[config.mk]
export PLATFORM = sky130hd
export DESIGN_NAME = wdt_core
export DESIGN_NICKNAME = d
export VERILOG_FILES = /design/src/core/wdt_pkg.sv /design/src/core/wdt_core.sv
export SDC_FILE = /design/constraint.sdc
export NUM_CORES = 1
export LEC_CHECK = 0
export ABC_CLOCK_PERIOD_IN_PS = 3500
export BUFFER_PORTS_ARGS = -buffer_cell sky130_fd_sc_hd__buf_2
export CAP_MARGIN = 20
export CORE_MARGIN = 3
export CORE_UTILIZATION = 38
export CTS_CLUSTER_DIAMETER = 200
export DETAILED_ROUTE_END_ITERATION = 7
export GPL_TIMING_DRIVEN = 0
export HOLD_SLACK_MARGIN = 0.15
export MAX_ROUTING_LAYER = met4
export PLACE_DENSITY_LB_ADDON = 0.1
export SYNTH_ARGS = -nofsm -noshare
export SYNTH_HDL_FRONTEND = slang
export SYNTH_SLANG_ARGS = --single-unit
[constraint.sdc]
create_clock -name mclk -period 3.5 [get_ports mclk]
set_input_delay 0.35 -clock mclk [delete_from_list [all_inputs] [get_ports mclk]]
set_output_delay 0.35 -clock mclk [all_outputs]
set_load 0.01 [all_outputs]
[src/core/wdt_pkg.sv]
// shared constants and types of the watchdog timer block
package wdt_pkg;

	// ------------------------------------------------------------
	// register byte offsets on the apb bus
	// ------------------------------------------------------------
	localparam logic [7:0] WDT_OFS_GUARD = 8'h00;
	localparam logic [7:0] WDT_OFS_CLKCTL = 8'h04;
	localparam logic [7:0] WDT_OFS_CFG0 = 8'h08;
	localparam logic [7:0] WDT_OFS_GLOBAL = 8'h0c;
	localparam logic [7:0] WDT_OFS_IRQSTAT = 8'h10;
	localparam logic [7:0] WDT_OFS_IRQMASK = 8'h14;
	localparam logic [7:0] WDT_OFS_COUNT = 8'h18;

	// ------------------------------------------------------------
	// field positions
	// ------------------------------------------------------------
	localparam int WDT_B_IRQEN = 0;
	localparam int WDT_B_RSTEN = 1;
	localparam int WDT_B_CAUSE = 2;
	localparam int WDT_B_TOFLAG = 3;
	localparam int WDT_B_RESTART = 4;
	localparam int WDT_B_SELLO = 6;
	localparam int WDT_B_SELHI = 7;
	localparam int WDT_B_CLKSEL = 7;
	localparam int WDT_B_GIE = 0;
	localparam int WDT_B_EVTO = 0;
	localparam int WDT_B_EVRST = 1;
	localparam int WDT_NEV = 2;

	// ------------------------------------------------------------
	// divider taps and timing
	// ------------------------------------------------------------
	localparam int WDT_DIV_W = 15;
	localparam int WDT_TAP_64 = 6;
	localparam int WDT_TAP_512 = 9;
	localparam int WDT_TAP_8192 = 13;
	localparam int WDT_TAP_32768 = 15;
	localparam int WDT_POST_W = 9;
	localparam logic [8:0] WDT_POST_LAST = 9'h1ff;
	localparam int WDT_RST_MC = 2;
	localparam int WDT_MC_CLKS = 12;

	// ------------------------------------------------------------
	// reset values
	// ------------------------------------------------------------
	localparam logic [1:0] WDT_SEL_RST = 2'h0;
	localparam logic WDT_CLKSEL_RST = 1'h0;

	typedef enum logic [1:0] {
		WDT_SEL_64 = 2'b00,
		WDT_SEL_512 = 2'b01,
		WDT_SEL_8192 = 2'b10,
		WDT_SEL_32768 = 2'b11
	} wdt_sel_t;

	typedef enum logic [1:0] {
		WDT_ST_COUNT = 2'b00,
		WDT_ST_GRACE = 2'b01,
		WDT_ST_RESET = 2'b10
	} wdt_state_t;

	// control bits held in the guard control register
	typedef struct packed {
		logic timeoutFlag;
		logic resetCauseFlag;
		logic resetEnable;
		logic irqEnable;
	} wdt_guard_t;

	// one apb request as the slave sees it
	typedef struct packed {
		logic sel;
		logic enable;
		logic write;
		logic [7:0] addr;
		logic [31:0] wdata;
	} wdt_apb_req_t;

endpackage : wdt_pkg

[src/core/wdt_core.sv]
// watchdog timer with apb register access and interrupt outputs
//
// Behaviour
// - free-running divider chain on selected clock; selected tap sets the time-out
// - writing one to restart_bit zeroes the count; bit clears itself
// - interval select sits in bits 7:6 of clock_control_reg
// - select 00,01,10,11 gives 64, 512, 8192, 32768 clocks
// - after reset interval select is 00, the 64-clock time-out
// - each elapsed interval sets timeout_flag, bit 3 of guard_control_reg
// - counting goes on; with reset_enable and no restart, reset after 512 clocks
// - watchdog reset lasts two machine cycles and sets reset_cause_flag
// - guard interrupt needs timeout_flag, its own enable and global_irq_enable
// - interrupt path and reset path work independently of each other
// - with both disabled the flag is still set at every interval
// - reset_enable, timeout_flag and restart_bit writes need timed access
// - guard_clock_select in config_byte_zero bit 7 picks rc or system clock
//
// Our own choices: the address map and register access over APB.
`timescale 1ns/100ps
`default_nettype none

module wdt_core
	import wdt_pkg::*;
#(
	parameter int MC_CLKS = WDT_MC_CLKS
) (
	input wire logic mclk,
	input wire logic rstn,
	input wire logic clkEn,
	input wire logic psel,
	input wire logic penable,
	input wire logic pwrite,
	input wire logic [7:0] paddr,
	input wire logic [31:0] pwdata,
	output logic [31:0] prdata,
	output logic pready,
	output logic pslverr,
	input wire logic unlockPulse,
	input wire logic rcClkPin,
	output logic guardIrq,
	output logic irq,
	output logic sysReset
);

	// ------------------------------------------------------------
	// local widths
	// ------------------------------------------------------------
	localparam int RST_CLKS = WDT_RST_MC * MC_CLKS;
	localparam int RST_W = $clog2(RST_CLKS + 1);
	localparam logic [RST_W-1:0] RST_LAST = RST_W'(RST_CLKS - 1);

	wdt_apb_req_t req;
	wdt_guard_t guardQ;
	wdt_state_t stateQ;
	logic [1:0] selQ;
	logic clkSelQ;
	logic gieQ;
	logic unlockQ;
	logic restartQ;
	logic [WDT_NEV-1:0] statQ;
	logic [WDT_NEV-1:0] maskQ;
	logic [WDT_NEV-1:0] events;
	logic [WDT_DIV_W-1:0] divQ;
	logic [WDT_DIV_W-1:0] tapMask;
	logic [WDT_POST_W-1:0] postQ;
	logic [RST_W-1:0] rstCntQ;
	logic rcSync1Q;
	logic rcSync2Q;
	logic rcPrevQ;
	logic tick;
	logic timeout;
	logic fire;
	logic setup;
	logic access;
	logic wrAcc;
	logic rdAcc;
	logic guardWr;
	logic protOk;
	logic mapped;
	logic [31:0] rdMux;

	assign req = '{sel: psel, enable: penable, write: pwrite, addr: paddr, wdata: pwdata};

	// ------------------------------------------------------------
	// apb decode
	// ------------------------------------------------------------
	assign setup = req.sel && !req.enable;
	assign access = req.sel && req.enable && pready;
	assign wrAcc = access && req.write;
	assign rdAcc = access && !req.write;
	assign guardWr = wrAcc && (req.addr == WDT_OFS_GUARD);
	assign protOk = guardWr && (unlockQ || unlockPulse);

	always_comb begin
		mapped = 1'b1;
		rdMux = '0;
		case (req.addr)
			WDT_OFS_GUARD: begin
				rdMux[WDT_B_IRQEN] = guardQ.irqEnable;
				rdMux[WDT_B_RSTEN] = guardQ.resetEnable;
				rdMux[WDT_B_CAUSE] = guardQ.resetCauseFlag;
				rdMux[WDT_B_TOFLAG] = guardQ.timeoutFlag;
			end
			WDT_OFS_CLKCTL: begin
				rdMux[WDT_B_SELHI:WDT_B_SELLO] = selQ;
			end
			WDT_OFS_CFG0: begin
				rdMux[WDT_B_CLKSEL] = clkSelQ;
			end
			WDT_OFS_GLOBAL: begin
				rdMux[WDT_B_GIE] = gieQ;
			end
			WDT_OFS_IRQSTAT: begin
				rdMux[WDT_NEV-1:0] = statQ;
			end
			WDT_OFS_IRQMASK: begin
				rdMux[WDT_NEV-1:0] = maskQ;
			end
			WDT_OFS_COUNT: begin
				rdMux[WDT_DIV_W-1:0] = divQ;
			end
			default: begin
				mapped = 1'b0;
			end
		endcase
	end

	// read data and response are settled in the setup cycle so pready comes from a flop
	always_ff @(posedge mclk or negedge rstn) begin
		if (!rstn) begin
			prdata <= '0;
			pready <= 1'b0;
			pslverr <= 1'b0;
		end else if (clkEn) begin
			if (setup) begin
				prdata <= req.write ? 32'h0000_0000 : rdMux;
				pready <= 1'b1;
				pslverr <= !mapped;
			end else begin
				pready <= 1'b0;
				pslverr <= 1'b0;
			end
		end
	end

	// ------------------------------------------------------------
	// timed access gate
	// ------------------------------------------------------------
	// unlock stays armed until the next completed write so a slow bus still gets through
	always_ff @(posedge mclk or negedge rstn) begin
		if (!rstn) begin
			unlockQ <= 1'b0;
		end else if (clkEn) begin
			if (wrAcc) begin
				unlockQ <= 1'b0;
			end else if (unlockPulse) begin
				unlockQ <= 1'b1;
			end
		end
	end

	// ------------------------------------------------------------
	// configuration registers
	// ------------------------------------------------------------
	always_ff @(posedge mclk or negedge rstn) begin
		if (!rstn) begin
			selQ <= WDT_SEL_RST;
			clkSelQ <= WDT_CLKSEL_RST;
			gieQ <= 1'b0;
			maskQ <= '0;
		end else if (clkEn && wrAcc) begin
			case (req.addr)
				WDT_OFS_CLKCTL: begin
					selQ <= req.wdata[WDT_B_SELHI:WDT_B_SELLO];
				end
				WDT_OFS_CFG0: begin
					clkSelQ <= req.wdata[WDT_B_CLKSEL];
				end
				WDT_OFS_GLOBAL: begin
					gieQ <= req.wdata[WDT_B_GIE];
				end
				WDT_OFS_IRQMASK: begin
					maskQ <= req.wdata[WDT_NEV-1:0];
				end
				default: begin
				end
			endcase
		end
	end

	// ------------------------------------------------------------
	// guard control register
	// ------------------------------------------------------------
	// hardware set wins over a clearing write in the same cycle
	always_ff @(posedge mclk or negedge rstn) begin
		if (!rstn) begin
			guardQ <= '0;
		end else if (clkEn) begin
			if (guardWr) begin
				guardQ.irqEnable <= req.wdata[WDT_B_IRQEN];
				if (!req.wdata[WDT_B_CAUSE]) begin
					guardQ.resetCauseFlag <= 1'b0;
				end
			end
			if (protOk) begin
				guardQ.resetEnable <= req.wdata[WDT_B_RSTEN];
				if (!req.wdata[WDT_B_TOFLAG]) begin
					guardQ.timeoutFlag <= 1'b0;
				end
			end
			if (timeout) begin
				guardQ.timeoutFlag <= 1'b1;
			end
			if (fire) begin
				guardQ.resetCauseFlag <= 1'b1;
			end
		end
	end

	// restart pulse lasts one cycle and never reads back
	always_ff @(posedge mclk or negedge rstn) begin
		if (!rstn) begin
			restartQ <= 1'b0;
		end else if (clkEn) begin
			restartQ <= protOk && req.wdata[WDT_B_RESTART];
		end
	end

	// ------------------------------------------------------------
	// clock source
	// ------------------------------------------------------------
	// the rc clock is slow and foreign, so it is sampled and each rising edge is one tick
	always_ff @(posedge mclk or negedge rstn) begin
		if (!rstn) begin
			rcSync1Q <= 1'b0;
			rcSync2Q <= 1'b0;
			rcPrevQ <= 1'b0;
		end else if (clkEn) begin
			rcSync1Q <= rcClkPin;
			rcSync2Q <= rcSync1Q;
			rcPrevQ <= rcSync2Q;
		end
	end

	assign tick = clkSelQ ? (rcSync2Q && !rcPrevQ) : 1'b1;

	// ------------------------------------------------------------
	// divider chain
	// ------------------------------------------------------------
	always_comb begin
		case (wdt_sel_t'(selQ))
			WDT_SEL_64: tapMask = WDT_DIV_W'((1 << WDT_TAP_64) - 1);
			WDT_SEL_512: tapMask = WDT_DIV_W'((1 << WDT_TAP_512) - 1);
			WDT_SEL_8192: tapMask = WDT_DIV_W'((1 << WDT_TAP_8192) - 1);
			WDT_SEL_32768: tapMask = WDT_DIV_W'((1 << WDT_TAP_32768) - 1);
			default: tapMask = WDT_DIV_W'((1 << WDT_TAP_64) - 1);
		endcase
	end

	assign timeout = tick && !restartQ && ((divQ & tapMask) == tapMask);

	always_ff @(posedge mclk or negedge rstn) begin
		if (!rstn) begin
			divQ <= '0;
		end else if (clkEn) begin
			if (restartQ) begin
				divQ <= '0;
			end else if (tick) begin
				divQ <= divQ + 1'b1;
			end
		end
	end

	// ------------------------------------------------------------
	// grace period and reset sequencer
	// ------------------------------------------------------------
	// the grace count runs even with reset disabled, so enabling late still resets on time
	assign fire = (stateQ == WDT_ST_GRACE) && tick && !restartQ
		&& (postQ == WDT_POST_LAST) && guardQ.resetEnable;

	always_ff @(posedge mclk or negedge rstn) begin
		if (!rstn) begin
			stateQ <= WDT_ST_COUNT;
			postQ <= '0;
			rstCntQ <= '0;
		end else if (clkEn) begin
			case (stateQ)
				WDT_ST_COUNT: begin
					postQ <= '0;
					if (timeout) begin
						stateQ <= WDT_ST_GRACE;
					end
				end
				WDT_ST_GRACE: begin
					if (restartQ) begin
						stateQ <= WDT_ST_COUNT;
					end else if (fire) begin
						stateQ <= WDT_ST_RESET;
						rstCntQ <= '0;
					end else if (tick) begin
						if (postQ == WDT_POST_LAST) begin
							stateQ <= WDT_ST_COUNT;
						end
						postQ <= postQ + 1'b1;
					end
				end
				WDT_ST_RESET: begin
					if (rstCntQ == RST_LAST) begin
						stateQ <= WDT_ST_COUNT;
					end else begin
						rstCntQ <= rstCntQ + 1'b1;
					end
				end
				default: begin
					stateQ <= WDT_ST_COUNT;
				end
			endcase
		end
	end

	always_ff @(posedge mclk or negedge rstn) begin
		if (!rstn) begin
			sysReset <= 1'b0;
		end else if (clkEn) begin
			if (fire) begin
				sysReset <= 1'b1;
			end else if (stateQ == WDT_ST_RESET && rstCntQ == RST_LAST) begin
				sysReset <= 1'b0;
			end
		end
	end

	// ------------------------------------------------------------
	// interrupts
	// ------------------------------------------------------------
	assign events[WDT_B_EVTO] = timeout;
	assign events[WDT_B_EVRST] = fire;

	genvar gi;
	generate
		for (gi = 0; gi < WDT_NEV; gi++) begin : gEvent
			always_ff @(posedge mclk or negedge rstn) begin
				if (!rstn) begin
					statQ[gi] <= 1'b0;
				end else if (clkEn) begin
					if (events[gi]) begin
						statQ[gi] <= 1'b1;
					end else if (rdAcc && req.addr == WDT_OFS_IRQSTAT && prdata[gi]) begin
						statQ[gi] <= 1'b0;
					end
				end
			end
		end
	endgenerate

	always_ff @(posedge mclk or negedge rstn) begin
		if (!rstn) begin
			irq <= 1'b0;
			guardIrq <= 1'b0;
		end else if (clkEn) begin
			irq <= |(statQ & maskQ);
			guardIrq <= guardQ.timeoutFlag && guardQ.irqEnable && gieQ;
		end
	end

endmodule : wdt_core

`default_nettype wire

**Word level (Yosys, flattened, before mapping)**

Index checks and enable logic that the tools add are counted.

- Equal/unequal tests: 25
- Reduce and logical (&&, ||, !) cells: 59
- Add/subtract/negate cells: 3
- Bitwise gates (word level): 2
- Mux-type cells: 44

Operator list:

| kind | number |
|---|---|
| 15-bit one-hot mux with 4 select lines | 1 |
| 15-bit two-way mux | 3 |
| 9-bit two-way mux | 3 |
| 8-bit by 5-bit equality test with 1-bit output (second input constant) | 3 |
| 2-bit AND reduction | 12 |
| 1-bit logical AND | 22 |
| 1-bit two-way mux | 18 |
| 9-bit one-hot mux with 2 select lines | 1 |
| 2-bit nonzero test | 9 |
| 8-bit by 4-bit equality test with 1-bit output (second input constant) | 2 |
| 15-bit by 1-bit adder with 15-bit output (second input constant) | 1 |
| 15-bit bitwise AND | 1 |
| 15-bit equality test | 1 |
| 5-bit two-way mux | 3 |
| 5-bit AND reduction | 3 |
| 2-bit two-way mux | 7 |
| 2-bit != test (second input constant) | 7 |
| 5-bit one-hot mux with 2 select lines | 1 |
| 9-bit by 1-bit adder with 9-bit output (second input constant) | 1 |
| 9-bit equality test (second input constant) | 1 |
| 8-bit by 3-bit equality test with 1-bit output (second input constant) | 1 |
| 8-bit logical NOT | 1 |
| 7-bit two-way mux | 1 |
| 7-bit OR reduction | 1 |
| 19 further kinds | 29 |

- Output and inout bits: 37
- Logic and storage cells: 158
- Input port bits: 48
- Register bits after elaboration: 85

**Longest topological paths before layout**

- Word-level depth: 10
- Gate-level depth with buffers: 9
- Mapped depth without buffers: 9

**Worst setup path before layout**

OpenSTA, ideal clock, no wires.

- Path kind: register to register
- From: register postQ[0]
- To: register rstCntQ[0]
- Buffers on the path: 0
- Required time: 3.375 ns
- Slack: 1.129 ns
- Data arrival time: 2.246 ns
- Cell stages (with the launch flop): 10
- Setup time: 0.125 ns
- Period minus slack after synthesis: 2.371 ns
- Cell sequence: dfrtp_1 > ha_1 > nand3_1 > or2_2 > nor2_1 > ha_1 > nand4b_1 > a211oi_1 > o21ai_0 > mux2_2

- Longest elaborated chain between the ends: 5

Ends and longest elaborated chain:

| item | RTL line | RTL |
|---|---|---|
| start: declaration | wdt_core.sv:65 | `logic [WDT_POST_W-1:0] postQ;` |
| start signal: assignment | wdt_core.sv:304 | `postQ <= postQ + 1'b1;` |
| 9-bit equality test | wdt_core.sv:279 | `&& (postQ == WDT_POST_LAST) && guardQ.resetEnable;` |
| 1-bit logical AND (2 in a row) | wdt_core.sv:279 |  |
| 2-bit != test (no source line) | - |  |
| 5-bit AND reduction (no source line) | - |  |
| end signal: assignment | wdt_core.sv:311 | `rstCntQ <= rstCntQ + 1'b1;` |
| end: declaration | wdt_core.sv:66 | `logic [RST_W-1:0] rstCntQ;` |

No other way between the ends.
A chain may end at the register's enable or synchronous reset.

**Worst setup path after layout**

Same ends and word-level chain as after synthesis.

==> impl_results.md <==
- Outcome: complete, no violations
- Num CTS Buffers: 9
- Commonest register cell after synthesis: dfrtp_1
- Post-CTS Setup Inserts: 0
- Clk Latency, worst-skew pair: 340 ps
- Synth Area in Adders: 1.37%
- Measured slew at the worst slew-check pin: 865 ps
- Finished Layout Cells: 569
- Sink Count: 68
- Flops & latches, synth: 68
- Standard-cell rows: 35
- Synth warn: 0
- Pwr dens: 455 nW/µm²
- Setup tns final: 0 ps
- Initial antenna violation count: 0
- Hold Crit Class: in -> async
- Detailed Routing Iterations Pass 1: 4
- Initial Utilization: 39.4%
- Leak pwr: 2.01 nW
- Buffers on Ports: 41
- Routability Congestion: 0.870
- Commonest non-fill, non-tap cell in the layout: dfrtp_1
- Async set-or-reset flop fraction in the synthesized netlist: 100%
- Worst Path Max Fanout: 9
- H-tree depth: 3
- Met1 Usage GRT: 22.9%
- Sequential element share of the synthesized area: 46.5%
- Post-synth top area share: 46.5%
- Post-Synth Simple-Gate Area: 18.5%
- Nature of the critical path endpoint: flip-flop
- Post-DP HPWL: 6430 µm
- Most Crowded Layer GR: met2
- GR Util All Layers: 17.0%
- Slowest stage cell, crit path: a211oi_1
- Synthesized cell area: 3660 µm²
- Met2 usage: 25.9%
- GR Overflow Total: 0
- RSZ-0062 raised after global routing: no
- TritonCTS clock tree: done
- Placed Area: 4090 µm²
- CP Cell Sequence: ha_1, nand3_1, or2_2, nor2_1, ha_1, nand4b_1, a211oi_1, o21ai_0, mux2_2
- Vias in the first global route: 2826
- Cell mode on critical path: ha_1
- Synth area leaders: dfrtp_1 (46%), mux2_2 (4.9%), o21ai_0 (4.4%)
- Leading area contributor after synthesis: dfrtp_1
- Vias per inst: 5.32
- Share of cells above drive strength 1: 24.3%
- Reg-to-reg setup timing slack: 550 ps
- CORE AREA: 9280 µm²
- Most frequent cells in the layout: dfrtp_1 (68), buf_2 (43), o21ai_0 (32)
- Syn-to-layout area delta: 18.5%
- Mapped Cells: 367
- Largest net degree at the start of global routing: 69
- GR Util met3: 3.66%
- Max-slew violations: 0
- Post-CTS sizing: 0
- I/O Pins: 85
- Clk pin slew, worst setup/hold paths: 80 ps
- Post-synthesis mux area share: 6.29%
- Final WL: 8770 µm
- Required @ worst endpoint: 3730 ps
- Average routed wire per standard cell: 15.4 µm
- Xor/xnor share of the synthesized area: 0.478%
- Setup CP Type: reg -> reg
- Cell area after layout: 4340 µm²
- Post-Syn Area per Cell: 9.98 µm²
- Placed Cells: 553
- Clock Root Buffer: clkbuf_8
- Initial DRC count: 112
- F_max: 0.339 GHz
- Die ar.: 10900 µm²
- Max-cap viol count: 0
- # DRC: 0
- Worst setup SP type: flip-flop
- Largest family of logic cells by synthesized area: compound AO/OA/AOI/OAI gates
- Final hold slack: 109 ps
- Relative slew margins: 42.3%
- Peak supply drop: 0.204 mV
- Antenna Violating Nets Remaining: 0
- Final nets: 487
- Vias: 3029
- Antenna Diode Count: 0
- CTS Buffer Depth: 2
- Compound-Gate Fraction of Synth Area: 19.8%
- Arr. time, crit path: 3180 ps
- Post-synth EDFFs: 0
- Synth unique cells: 58
- Final hold vios: 0
- Final setup vio count: 0
- Max incr delay on CP: 560 ps
- Die width: 104 µm
- Global-route wire length before repair: 14600 µm
- Layout Skew: 8.63 ps
- Die Y: 104 µm
- Fin crit share: 84.2%
- Min Tclk post-route: 2950 ps
- CTS hold repair buffers: 0
-- state kept, by name, indices dropped and copies added (netlist names), 2 cells and up --
signal and count:
divQ 15, stateQ 2, selQ 2, maskQ 2
guardQ 4, statQ 2, prdata 15, postQ 9
rstCntQ 5
-- final cells by class --
cell class | count | area, µm²
Sequential cell | 68 | 1700
Clock inverter | 6 | 111
Inverter | 10 | 37.5
Buffer | 36 | 219
Fill cell | 926 | 4940
Timing Repair Buffer | 41 | 208
Multi-Input combinational cell | 269 | 1760
Clock buffer | 10 | 138
Tap cell | 129 | 161
-- metal layers --
layer | vias up | share of wire (%)
li1 | 1472 | -
met4 | 0 | 1.2
met5 | - | 0
met3 | 10 | 4.3
met1 | 1471 | 49
met2 | 76 | 45
-- path summary, 6_finish.rpt --
kind / start / end / depth (start not counted)
worst max-delay path: postQ[0]$_DFFE_PN0P_ / rstCntQ[0]$_DFFE_PN0P_ / 9
worst max register to register: postQ[0]$_DFFE_PN0P_ / rstCntQ[0]$_DFFE_PN0P_ / 9
worst min register to register: prdata[2]$_DFFE_PN0P_ / prdata[2]$_DFFE_PN0P_ / 2
max in group asynchronous: rstn / sysReset$_DFFE_PN0P_ / 1
worst min-delay path: rstn / prdata[14]$_DFFE_PN0P_ / 1
min in group mclk: pwdata[3] / guardQ[3]$_DFFE_PN0P_ / 3
-- critical path: cells and delay by family (launching register included) --
family	cells	cell delay, ps
AO/OA/AOI/OAI	2	750
multiplexers	1	290
flip-flops	1	390
adder cells (fa/ha/maj)	2	440
AND/OR/NAND/NOR	4	980
-- cells by family (layout without fill, tap and decap cells) --
| group | Yosys count | after routing |
|---|---|---|
| buffers and inverters | 46 | 103 |
| AO/OA/AOI/OAI | 106 | 106 |
| flip-flops | 68 | 68 |
| adder cells (fa/ha/maj) | 4 | 4 |
| XOR/XNOR | 2 | 2 |
| other | 1 | 17 |
| AND/OR/NAND/NOR | 119 | 119 |
| multiplexers | 21 | 21 |
-- power breakdown --
group | switching, mW | internal, mW
Combinational | 0.152 | 0.108
Clock | 0.317 | 0.493
Sequential | 0.0654 | 0.841
Total | 0.534 | 1.44
-- Yosys cell counts (7+ instances only) --
cell type / n
nand4_1: 13
dfrtp_1: 68
nor2_1: 15
a21oi_1: 12
inv_1: 10
a22o_1: 12
o31ai_1: 15
or3_1: 7
mux2_2: 16
o21ai_0: 32
clkbuf_1: 12
buf_4: 17
nand3_1: 9
nand2_1: 27
-- stage by stage --
step	worst slack [ps]	total power [mW]	util, %
final	552	1.97	46.8
after global routing	395	2.07	46.8
after CTS	597	2.00	46.8
after detailed placement	661	1.18	44.1
after global placement	699	1.18	44.0
after floorplan	1130	1.08	-
Power figures use the tool's default switching activity.
